File: src/include/vsb_fe_pkg.sv
// Constants, register map and types of the VSB front-end control block.
// Assumes a 20 MHz core clock and an APB register port with 32-bit data.
package vsb_fe_pkg;
  localparam logic [7:0] ADDR_CTRL    = 8'h00;
  localparam logic [7:0] ADDR_THRESH  = 8'h04;
  localparam logic [7:0] ADDR_MSE_LIM = 8'h08;
  localparam logic [7:0] ADDR_STATUS  = 8'h0c;
  localparam logic [7:0] ADDR_EQ_ERR  = 8'h10;

  localparam int CTRL_FMT    = 0;
  localparam int CTRL_AVGLEN = 1;
  localparam int CTRL_INV    = 2;
  localparam int CTRL_GRST   = 3;
  localparam int CTRL_CRINV  = 4;
  localparam int CTRL_BYPASS = 5;
  localparam int CTRL_W      = 6;

  localparam logic [CTRL_W-1:0] CTRL_RST   = 6'h00;
  localparam logic [3:0]        THRESH_RST = 4'h0;
  localparam logic [15:0]       MSE_LO_RST = 16'h0400;
  localparam logic [15:0]       MSE_HI_RST = 16'h4000;

  localparam logic [1:0] LOCK_NONE = 2'b00;
  localparam logic [1:0] LOCK_FE   = 2'b01;
  localparam logic [1:0] LOCK_BOTH = 2'b11;

  typedef enum logic [1:0] {
    ST_IDLE   = 2'b00,
    ST_ACQ    = 2'b01,
    ST_TRAIN  = 2'b10,
    ST_NORMAL = 2'b11
  } acq_state_t;

  localparam logic [7:0]  AVG_LAST_SHORT = 8'h3f;
  localparam logic [7:0]  AVG_LAST_LONG  = 8'hff;
  localparam logic [15:0] RATE_INC       = 16'h9910;
  localparam logic [2:0]  SCLK_HALF_CYC  = 3'h4;
  localparam int          MSE_SHIFT      = 4;

  localparam int CORE_CLK_KHZ      = 20000;
  localparam int EQ_ERR_TIMEOUT_MS = 100;
  localparam int EQ_TIMEOUT_CYC    = EQ_ERR_TIMEOUT_MS * CORE_CLK_KHZ;
endpackage

File: src/include/gain_if.sv
// Carrier between the front-end core and its fine gain loop.
// Assumes both ends run on the core clock.
`timescale 1ns/100ps
interface gain_if;
  logic       sample_en;
  logic [8:0] sample_mag;
  logic       avg_long;
  logic       invert;
  logic       loop_reset;
  logic [3:0] threshold;
  logic       out_level;
  logic       out_oe_n;
  modport core (output sample_en, sample_mag, avg_long, invert,
                output loop_reset, threshold,
                input  out_level, out_oe_n);
  modport gain (input  sample_en, sample_mag, avg_long, invert,
                input  loop_reset, threshold,
                output out_level, out_oe_n);
endinterface

File: src/verilog/vsb_frontend_agc_lock_control.sv
// Front-end control of an 8-level VSB demodulator: sample capture,
// rate conversion, fine gain loop, lock reporting and acquisition FSM.
// Assumes an APB master on the core clock; sample clock and data pins
// are asynchronous and are sampled by the core clock.
// How it works
// - Ten-bit samples read as offset binary (default) or two's complement.
// - Phase accumulator resamples input samples to twice the symbol rate.
// - Gain level averages 64 samples, or 256 with length bit set.
// - Average compared with a signed four-bit programmable threshold.
// - Gain pin: above drives 1, below 0, equal released; invert swaps.
// - Gain output invert bit resets to 0, non-inverted polarity.
// - Gain loop reset bit clears the fine gain section.
// - Carrier invert bit flips the frequency shift direction.
// - Segment sync drives front-end lock pin, mirrored in status.
// - FSM starts in state 0, then acquisition, training, normal.
// - Losing segment sync lock drops lock pin, FSM back to 0.
// - Acquisition goes on to training only with error level between two limits.
// - Back-end decoder held in reset throughout acquisition.
// - Training holds until equalizer lock or a sync error; normal holds until a sync error.
// - Error high for 100 ms resets equalizer one symbol period.
// - Sync and equalizer locked: equalizer lock pin high, status 11.
// - Squared error of equalizer versus training readable as 16 bits.
// - Equalizer coefficients update once per symbol period.
// - Bypass bit routes samples around the co-channel filter.
// - Active-low asynchronous reset forces all control state.
//
// The address map and the APB interface to the registers were decided locally.
`timescale 1ns/100ps
module vsb_frontend_agc_lock_control
  import vsb_fe_pkg::*;
#(
  parameter int EQ_TIMEOUT = EQ_TIMEOUT_CYC // Error timeout in cycles
) (
  input  wire logic        i_core_clk,          // Core clock 20 MHz
  input  wire logic        i_rst_n,             // Async reset, active low
  input  wire logic        i_psel,              // APB select
  input  wire logic        i_penable,           // APB enable
  input  wire logic        i_pwrite,            // APB write
  input  wire logic [7:0]  i_paddr,             // APB byte address
  input  wire logic [31:0] i_pwdata,            // APB write data
  output logic      [31:0] o_prdata,            // APB read data
  output logic             o_pready,            // APB ready
  output logic             o_pslverr,           // APB error
  input  wire logic        i_sample_clock_in,   // Sample clock pin
  input  wire logic [9:0]  i_sample_in,         // Sample data pins
  output logic             o_sample_clock_out,  // Sample clock to ADC
  input  wire logic        i_vsb_valid,         // Valid VSB detected
  input  wire logic        i_seg_sync_lock,     // Segment sync found
  input  wire logic        i_loops_locked,      // Gain/timing/carrier ok
  input  wire logic        i_sync_err,          // Synchronisation error
  input  wire logic        i_train_valid,       // Training symbol valid
  input  wire logic [7:0]  i_train_sym,         // Training reference
  input  wire logic [7:0]  i_eq_sym,            // Equalizer output
  output logic [9:0]       o_conv_sample,       // Resampled, signed
  output logic             o_conv_valid,        // Resampled strobe
  output logic             o_symbol_en,         // Symbol period strobe
  output logic             o_coef_update,       // Coefficient update
  output logic             o_carrier_invert,    // Carrier shift flip
  output logic             o_cochannel_filter_bypass, // Filter bypass
  output logic             o_backend_reset,     // Back-end reset
  output logic             o_eq_reset,          // Equalizer reset
  output logic             o_gain_ctrl_out,     // Gain pin level
  output logic             o_gain_ctrl_oe_n,    // Gain pin enable, low
  output logic             o_frontend_lock_pin, // Front-end lock
  output logic             o_equalizer_lock_pin // Equalizer lock
);
  gain_if gif ();
  logic [CTRL_W-1:0] ctrl_q;
  logic [3:0]        thresh_q;
  logic [15:0]       mse_lo_q;
  logic [15:0]       mse_hi_q;
  logic              wr_en;
  logic              rd_setup;
  function automatic logic reg_hit(input logic [7:0] a);
    reg_hit = (a == ADDR_CTRL) || (a == ADDR_THRESH) ||
              (a == ADDR_MSE_LIM) || (a == ADDR_STATUS) ||
              (a == ADDR_EQ_ERR);
  endfunction
  // APB: ready is raised for the access phase, so no wait states
  assign rd_setup = i_psel && !i_penable;
  assign wr_en    = i_psel && i_penable && o_pready && i_pwrite;
  always_ff @(posedge i_core_clk or negedge i_rst_n) begin
    if (!i_rst_n) begin
      o_pready  <= 1'b0;
      o_pslverr <= 1'b0;
    end else begin
      o_pready  <= rd_setup;
      o_pslverr <= rd_setup && !reg_hit(i_paddr);
    end
  end

  always_ff @(posedge i_core_clk or negedge i_rst_n) begin
    if (!i_rst_n) begin
      ctrl_q   <= CTRL_RST;
      thresh_q <= THRESH_RST;
      mse_lo_q <= MSE_LO_RST;
      mse_hi_q <= MSE_HI_RST;
    end else if (wr_en) begin
      unique case (i_paddr)
        ADDR_CTRL:    ctrl_q   <= i_pwdata[CTRL_W-1:0];
        ADDR_THRESH:  thresh_q <= i_pwdata[3:0];
        ADDR_MSE_LIM: begin
          mse_lo_q <= i_pwdata[15:0];
          mse_hi_q <= i_pwdata[31:16];
        end
        default: ;
      endcase
    end
  end
  // Sample pins cross from the sample clock domain
  logic       sclk_s1_q;
  logic       sclk_s2_q;
  logic       sclk_s3_q;
  logic [9:0] sdat_s1_q;
  logic [9:0] sdat_s2_q;
  logic       samp_edge;
  always_ff @(posedge i_core_clk or negedge i_rst_n) begin
    if (!i_rst_n) begin
      sclk_s1_q <= 1'b0;
      sclk_s2_q <= 1'b0;
      sclk_s3_q <= 1'b0;
      sdat_s1_q <= 10'h000;
      sdat_s2_q <= 10'h000;
    end else begin
      sclk_s1_q <= i_sample_clock_in;
      sclk_s2_q <= sclk_s1_q;
      sclk_s3_q <= sclk_s2_q;
      sdat_s1_q <= i_sample_in;
      sdat_s2_q <= sdat_s1_q;
    end
  end

  assign samp_edge = sclk_s2_q && !sclk_s3_q;
  // Sample clock out is a divided core clock; the board loops it back
  logic [2:0] sdiv_q;
  always_ff @(posedge i_core_clk or negedge i_rst_n) begin
    if (!i_rst_n) begin
      sdiv_q             <= 3'h0;
      o_sample_clock_out <= 1'b0;
    end else if (sdiv_q == SCLK_HALF_CYC - 3'h1) begin
      sdiv_q             <= 3'h0;
      o_sample_clock_out <= !o_sample_clock_out;
    end else begin
      sdiv_q <= sdiv_q + 3'h1;
    end
  end

  // Offset binary becomes signed by flipping the top bit
  logic [9:0] samp_q;
  logic       samp_vld_q;
  logic [9:0] samp_s;
  logic [8:0] samp_mag;
  logic [8:0] samp_mag_q;
  // Most negative code has no 9-bit magnitude, so it saturates
  always_comb begin
    samp_s = ctrl_q[CTRL_FMT] ? sdat_s2_q
                              : {~sdat_s2_q[9], sdat_s2_q[8:0]};
    samp_mag = !samp_s[9] ? samp_s[8:0]
             : (samp_s[8:0] == 9'h000) ? 9'h1ff : 9'(~samp_s[8:0] + 9'h001);
  end

  always_ff @(posedge i_core_clk or negedge i_rst_n) begin
    if (!i_rst_n) begin
      samp_q     <= 10'h000;
      samp_vld_q <= 1'b0;
    end else begin
      samp_vld_q <= samp_edge;
      if (samp_edge) begin
        samp_q <= samp_s;
      end
    end
  end

  // Rate converter: emit a sample whenever the accumulator wraps
  logic [15:0] phase_q;
  logic [16:0] phase_sum;
  logic        sym_phase_q;

  assign phase_sum = {1'b0, phase_q} + {1'b0, RATE_INC};

  always_ff @(posedge i_core_clk or negedge i_rst_n) begin
    if (!i_rst_n) begin
      phase_q       <= 16'h0000;
      sym_phase_q   <= 1'b0;
      o_conv_sample <= 10'h000;
      o_conv_valid  <= 1'b0;
      o_symbol_en   <= 1'b0;
    end else begin
      o_conv_valid <= 1'b0;
      o_symbol_en  <= 1'b0;
      if (samp_vld_q) begin
        phase_q <= phase_sum[15:0];
        if (phase_sum[16]) begin
          o_conv_sample <= samp_q;
          o_conv_valid  <= 1'b1;
          sym_phase_q   <= !sym_phase_q;
          o_symbol_en   <= sym_phase_q;
        end
      end
    end
  end

  // Fine gain loop
  assign gif.sample_en  = samp_vld_q;
  assign gif.sample_mag = samp_mag_q;
  assign gif.avg_long   = ctrl_q[CTRL_AVGLEN];
  assign gif.invert     = ctrl_q[CTRL_INV];
  assign gif.loop_reset = ctrl_q[CTRL_GRST];
  assign gif.threshold  = thresh_q;

  always_ff @(posedge i_core_clk or negedge i_rst_n) begin
    if (!i_rst_n) begin
      samp_mag_q <= 9'h000;
    end else if (samp_edge) begin
      samp_mag_q <= samp_mag;
    end
  end

  fine_gain_loop u_gain (
    .i_core_clk (i_core_clk),
    .i_rst_n    (i_rst_n),
    .g          (gif.gain)
  );

  assign o_gain_ctrl_out  = gif.out_level;
  assign o_gain_ctrl_oe_n = gif.out_oe_n;

  // Squared error, smoothed by a first-order average
  logic signed [8:0]  err;
  logic        [17:0] sq;
  logic        [15:0] sq_sat;
  logic        [15:0] mse_q;
  logic signed [17:0] mse_step;

  always_comb begin
    err      = $signed({i_eq_sym[7], i_eq_sym})
             - $signed({i_train_sym[7], i_train_sym});
    sq       = 18'(err) * 18'(err);
    sq_sat   = (sq[17:16] != 2'b00) ? 16'hffff : sq[15:0];
    mse_step = ($signed({2'b00, sq_sat}) - $signed({2'b00, mse_q}))
               >>> MSE_SHIFT;
  end

  always_ff @(posedge i_core_clk or negedge i_rst_n) begin
    if (!i_rst_n) begin
      mse_q <= 16'h0000;
    end else if (i_train_valid && o_symbol_en) begin
      mse_q <= 16'($signed({2'b00, mse_q}) + mse_step);
    end
  end

  // Acquisition state machine
  acq_state_t st_q;
  logic       mse_in_win;
  logic       eq_locked;
  logic       lost;

  assign mse_in_win = (mse_q >= mse_lo_q) && (mse_q <= mse_hi_q);
  assign eq_locked  = (mse_q <= mse_lo_q);
  assign lost       = !i_seg_sync_lock || i_sync_err;

  always_ff @(posedge i_core_clk or negedge i_rst_n) begin
    if (!i_rst_n) begin
      st_q <= ST_IDLE;
    end else begin
      unique case (st_q)
        ST_IDLE: begin
          if (i_vsb_valid) begin
            st_q <= ST_ACQ;
          end
        end
        ST_ACQ: begin
          if (!i_seg_sync_lock) begin
            st_q <= ST_IDLE;
          end else if (i_loops_locked && mse_in_win) begin
            st_q <= ST_TRAIN;
          end
        end
        ST_TRAIN: begin
          if (lost) begin
            st_q <= ST_IDLE;
          end else if (eq_locked) begin
            st_q <= ST_NORMAL;
          end
        end
        ST_NORMAL: begin
          if (lost) begin
            st_q <= ST_IDLE;
          end
        end
      endcase
    end
  end

  // Long excessive error resets the equalizer for one symbol period
  logic [31:0] err_cnt_q;
  logic        training;
  logic        eq_fire;

  assign training = (st_q == ST_TRAIN) || (st_q == ST_NORMAL);
  assign eq_fire  = training && (mse_q > mse_hi_q) && !o_eq_reset
                    && (err_cnt_q == 32'(EQ_TIMEOUT - 1));

  always_ff @(posedge i_core_clk or negedge i_rst_n) begin
    if (!i_rst_n) begin
      err_cnt_q  <= 32'h00000000;
      o_eq_reset <= 1'b0;
    end else begin
      if (o_eq_reset && o_symbol_en) begin
        o_eq_reset <= 1'b0;
      end
      if (!training || mse_q <= mse_hi_q || o_eq_reset) begin
        err_cnt_q <= 32'h00000000;
      end else if (err_cnt_q == 32'(EQ_TIMEOUT - 1)) begin
        err_cnt_q  <= 32'h00000000;
        o_eq_reset <= 1'b1;
      end else begin
        err_cnt_q <= err_cnt_q + 32'h00000001;
      end
    end
  end

  // Pins, back-end reset and per-symbol coefficient strobe
  logic [1:0] lock_stat_q;

  always_ff @(posedge i_core_clk or negedge i_rst_n) begin
    if (!i_rst_n) begin
      o_frontend_lock_pin       <= 1'b0;
      o_equalizer_lock_pin      <= 1'b0;
      lock_stat_q               <= LOCK_NONE;
      o_backend_reset           <= 1'b1;
      o_coef_update             <= 1'b0;
      o_carrier_invert          <= 1'b0;
      o_cochannel_filter_bypass <= 1'b0;
    end else begin
      o_frontend_lock_pin  <= i_seg_sync_lock;
      o_equalizer_lock_pin <= (st_q == ST_NORMAL) && !lost;
      if ((st_q == ST_NORMAL) && !lost) begin
        lock_stat_q <= LOCK_BOTH;
      end else if (i_seg_sync_lock) begin
        lock_stat_q <= LOCK_FE;
      end else begin
        lock_stat_q <= LOCK_NONE;
      end
      o_backend_reset  <= (st_q == ST_IDLE) || (st_q == ST_ACQ);
      o_coef_update    <= training && o_symbol_en && !o_eq_reset
                          && !eq_fire;
      o_carrier_invert <= ctrl_q[CTRL_CRINV];
      o_cochannel_filter_bypass <= ctrl_q[CTRL_BYPASS];
    end
  end

  // Read data is prepared in the setup cycle
  always_ff @(posedge i_core_clk or negedge i_rst_n) begin
    if (!i_rst_n) begin
      o_prdata <= 32'h00000000;
    end else if (rd_setup) begin
      unique case (i_paddr)
        ADDR_CTRL:    o_prdata <= {26'h0000000, ctrl_q};
        ADDR_THRESH:  o_prdata <= {28'h0000000, thresh_q};
        ADDR_MSE_LIM: o_prdata <= {mse_hi_q, mse_lo_q};
        ADDR_STATUS:  o_prdata <= {26'h0000000, gif.out_oe_n,
                                   gif.out_level, st_q, lock_stat_q};
        ADDR_EQ_ERR:  o_prdata <= {16'h0000, mse_q};
        default:      o_prdata <= 32'h00000000;
      endcase
    end
  end
endmodule // vsb_frontend_agc_lock_control

File: src/verilog/fine_gain_loop.sv
// Fine gain loop: averages sample magnitude and drives the gain pin.
// Assumes sample_en pulses once per captured input sample.
`timescale 1ns/100ps
module fine_gain_loop
  import vsb_fe_pkg::*;
(
  input  wire logic i_core_clk, // Core clock
  input  wire logic i_rst_n,    // Async reset, active low
  gain_if.gain      g           // Samples, controls, pin drive
);
  logic [7:0]  cnt_q;
  logic [16:0] sum_q;
  logic [16:0] total;
  logic [8:0]  avg;
  logic [7:0]  last;
  logic signed [3:0] lvl;
  logic signed [3:0] thr;

  always_comb begin
    total = sum_q + {8'h00, g.sample_mag};
    last  = g.avg_long ? AVG_LAST_LONG : AVG_LAST_SHORT;
    avg   = g.avg_long ? total[16:8] : total[14:6];
    lvl   = $signed({~avg[8], avg[7:5]});
    thr   = $signed(g.threshold);
  end

  always_ff @(posedge i_core_clk or negedge i_rst_n) begin
    if (!i_rst_n) begin
      cnt_q <= 8'h00;
      sum_q <= 17'h00000;
    end else if (g.loop_reset) begin
      cnt_q <= 8'h00;
      sum_q <= 17'h00000;
    end else if (g.sample_en) begin
      if (cnt_q == last) begin
        cnt_q <= 8'h00;
        sum_q <= 17'h00000;
      end else begin
        cnt_q <= cnt_q + 8'h01;
        sum_q <= total;
      end
    end
  end

  // Equal level releases the pin, otherwise drive the comparator result
  always_ff @(posedge i_core_clk or negedge i_rst_n) begin
    if (!i_rst_n) begin
      g.out_level <= 1'b0;
      g.out_oe_n  <= 1'b1;
    end else if (g.loop_reset) begin
      g.out_level <= 1'b0;
      g.out_oe_n  <= 1'b1;
    end else if (g.sample_en && cnt_q == last) begin
      g.out_oe_n  <= (lvl == thr);
      g.out_level <= (lvl > thr) ^ g.invert;
    end
  end
endmodule // fine_gain_loop

File: config.mk
export PLATFORM = sky130hd
export DESIGN_NAME = vsb_frontend_agc_lock_control
export DESIGN_NICKNAME = d
export VERILOG_FILES = /design/src/include/vsb_fe_pkg.sv /design/src/include/gain_if.sv /design/src/verilog/vsb_frontend_agc_lock_control.sv /design/src/verilog/fine_gain_loop.sv
export SDC_FILE = /design/constraint.sdc
export NUM_CORES = 1
export LEC_CHECK = 0
export ABC_AREA = 1
export BUFFER_PORTS_ARGS = -buffer_cell sky130_fd_sc_hd__buf_2
export CORE_UTILIZATION = 60
export DETAILED_ROUTE_END_ITERATION = 8
export MAX_ROUTING_LAYER = met4
export PLACE_DENSITY_LB_ADDON = 0.25
export SLEW_MARGIN = 20
export SYNTH_ARGS = -nofsm -noshare
export SYNTH_HDL_FRONTEND = slang
export SYNTH_SLANG_ARGS = --single-unit
export TNS_END_PERCENT = 10
File: constraint.sdc
create_clock -name i_core_clk -period 6.5 [get_ports i_core_clk]
set_input_delay 1.3 -clock i_core_clk [delete_from_list [all_inputs] [get_ports i_core_clk]]
set_output_delay 1.3 -clock i_core_clk [all_outputs]
set_load 0.01 [all_outputs]
==> metrics.txt <==
aggregate routed wire length approximately 40000 um; GRT overflow 0; Slew Limit Fails 0; max-cap violations 0; metal3 WL 2002 um; DR pass1 iterations 7; FFs w/ async S/R, synth 100.0%; hold_ws 343.5 ps; CP max FO 6; die area between 0.02 and 0.03 mm^2; maximum root-to-sink buffer count 3; Avg Cell Area, Syn 8.418 um^2; hold depth 0; Synth Net Count 2098; final hold violations 0; Clock Pin Slew Worst Setup and Hold Paths approximately 60 ps; Seq/Total Area, Yosys 37.86%; crit path capture type register; GRT Total Usage between 30% and 40%; DRC viols 0; Die Width 162.3 um; # IOs 133; met2 WL post-DR 20390 um; Reg2Reg Depth 24; WP data arrival 9650 ps; RePlAce Congestion between 0.9 and 1; final critical-path required period 9241 ps; largest net degree at the start of global routing 151; clock sinks approximately 230; Synth Register Bits 233; layout cells sized above 1 25.39%; failing checks setup timing; slowest stage delay, CP 590 ps; Multi-input gate area a little over 0.009 mm^2; Worst Tran Pin Value around 1000 ps; Post-DRT Antenna Nets 0; IO Port Bufs about 130; final setup margin -2741 ps; max frequency around 110 MHz; CTS Root Buffer Type clkbuf_16; critical path data required time 6910 ps; Initial Utilization 61.21%; Final Util 77.70%; antenna violations before repair 2; RSZ-0062 raised after global routing true; area grow syn2layout 26.94%; CTS tree done; Slew HR about a third; Post-DP HPWL between 20000 and 30000 um; ys flop type dfrtp_1; wire per inst 16.29 um; commonest non-fill, non-tap cells in the layout 314 x nand2_1, 290 x inv_1, 229 x dfrtp_1, 174 x buf_4, 161 x nor2_1; Die Ht 162.3 um; first-pass GRT wire length ~64000 um; Synth Cell Area approximately 0.015 mm^2; Hold Path Class register to register; vias per inst 5.551; skew final 11.35 ps; startpoint types input port; hold_buf cts 0; htree depth 1; core area 0.02518 mm^2; Top Layer Used met4; Rows 58; final setup violating endpoints 16; DRT iter0 DRCs 1068; synthesized netlist cell count 1831; Distinct cells, synth 60; Ys Warns 0; status finished with violations; Reg area ~0.0058 mm^2; vias in the first global route 13662; DR vias 13823; Post-synth EDFFs 0; Skew-Pair Late Insertion Delay 540 ps; most frequent CP cell nand2_1; leading cell type in the layout, fill and taps excluded nand2_1; CP max-delay cell fa_2; WS Path Type input port to register; r2r setup slk 2870 ps; CTS buffer count 26; NumNets Final 2405; Filler Cells Inserted 1642; Tcrit/Tclk final 142.2%; Metal-1 WL ~17000 um
==> per-stage QoR <==
step	cell area, um^2	TNS [ps]	std cells	setup WS [ps]
final	19570	-35750	2490	-2741
after global placement	17730	-41190	2414	-3055
after floorplan	15600	-35430	1831	-2699
after CTS	19010	-34800	2474	-2593
after detailed placement	17730	-44990	2414	-3395
after global routing	19570	-42970	2490	-3157
==> Yosys cell counts, types with 5 or more instances <==
cell | n | area share [%]
nor3_1 | 38 | 1.2
a221oi_1 | 5 | 0.28
clkbuf_1 | 30 | 0.73
xor2_1 | 41 | 2.3
nor2_1 | 168 | 4.1
nand4_1 | 23 | 0.93
or2_2 | 9 | 0.37
o22a_1 | 5 | 0.28
o221ai_1 | 5 | 0.28
nand2_1 | 337 | 8.2
nor2_4 | 6 | 0.44
dfrtp_1 | 229 | 37
fa_1 | 61 | 7.9
a211oi_1 | 8 | 0.39
a22o_1 | 5 | 0.28
ha_1 | 129 | 10
inv_1 | 304 | 7.4
xnor2_1 | 29 | 1.6
a21oi_1 | 118 | 3.8
o21ai_1 | 13 | 0.42
o21a_1 | 6 | 0.29
a31oi_1 | 8 | 0.32
nand3_1 | 51 | 1.7
nor4_1 | 9 | 0.37
o21ai_0 | 89 | 2.9
o22ai_1 | 26 | 1.1
o31ai_1 | 19 | 0.93
==> worst max-delay path: cells and delay by family <==
family	cells	cell delay, ps
adder cells (fa/ha/maj)	9	3320
buffers and inverters	8	640
AND/OR/NAND/NOR	20	2020
XOR/XNOR	2	360
AO/OA/AOI/OAI	14	2040
==> state kept, by name, indices dropped and copies added, names as in the netlist, 2 cells and up <==
| name | cells |
|---|---|
| sdat_s1_q | 10 |
| u_gain.sum_q | 17 |
| mse_q | 16 |
| o_conv_sample | 10 |
| mse_hi_q | 16 |
| o_prdata | 32 |
| lock_stat_q | 2 |
| st_q | 2 |
| ctrl_q | 6 |
| err_cnt_q | 32 |
| gif.threshold | 4 |
| samp_q | 10 |
| phase_q | 12 |
| sdat_s2_q | 10 |
| mse_lo_q | 16 |
| sdiv_q | 3 |
| u_gain.cnt_q | 8 |
| gif.sample_mag | 9 |
==> layout make-up <==
cell class                 count  share of cell area, %
timing repair buffer         311                  10.55
sequential                   233                  29.82
clock buffer                  35                  3.856
clock inverter                13                  1.093
antenna                        2                0.02558
multi-input combinational   1254                  46.47
inverter                     312                  6.069
tap                          330                  2.110
==> timing repair <==
| item | CTS | global route |
|---|---|---|
| setup buffers | 12 | 14 |
| endpoints found under the setup margin | 16 | 16 |
| resized for setup | 54 | 96 |
| pin swaps | 45 | 85 |
==> logic make-up (layout without fill, tap and decap cells) <==
group	Yosys count	count (layout)	share of synthesized area [%]
buffers and inverters	344	671	8.393
AO/OA/AOI/OAI	326	326	12.40
other	0	2	0
AND/OR/NAND/NOR	668	668	18.98
XOR/XNOR	70	70	3.978
flip-flops	233	233	37.86
adder cells (fa/ha/maj)	190	190	18.39
==> final timing paths <==
check,startpoint,endpoint
hold reg to reg,sdat_s1_q[5],sdat_s2_q[5]
hold / removal,sdat_s1_q[5],sdat_s2_q[5]
max in group asynchronous,i_rst_n,o_prdata[23]
setup / recovery,i_train_sym[1],mse_q[13]
setup reg to reg,gif.sample_mag[3],u_gain.g.out_level
min in group asynchronous,i_rst_n,o_conv_sample[1]
==> routing by layer <==
layer / vias up / global-route usage (%)
li1: 6594 / -
met1: 6637 / 39.15
met2: 475 / 53.01
met3: 117 / 3.090
met4: 0 / 10.25
met5: - / -
Power is not shown: default switching activity piles up to over one toggle a cycle in this logic, so the estimate is an artifact.
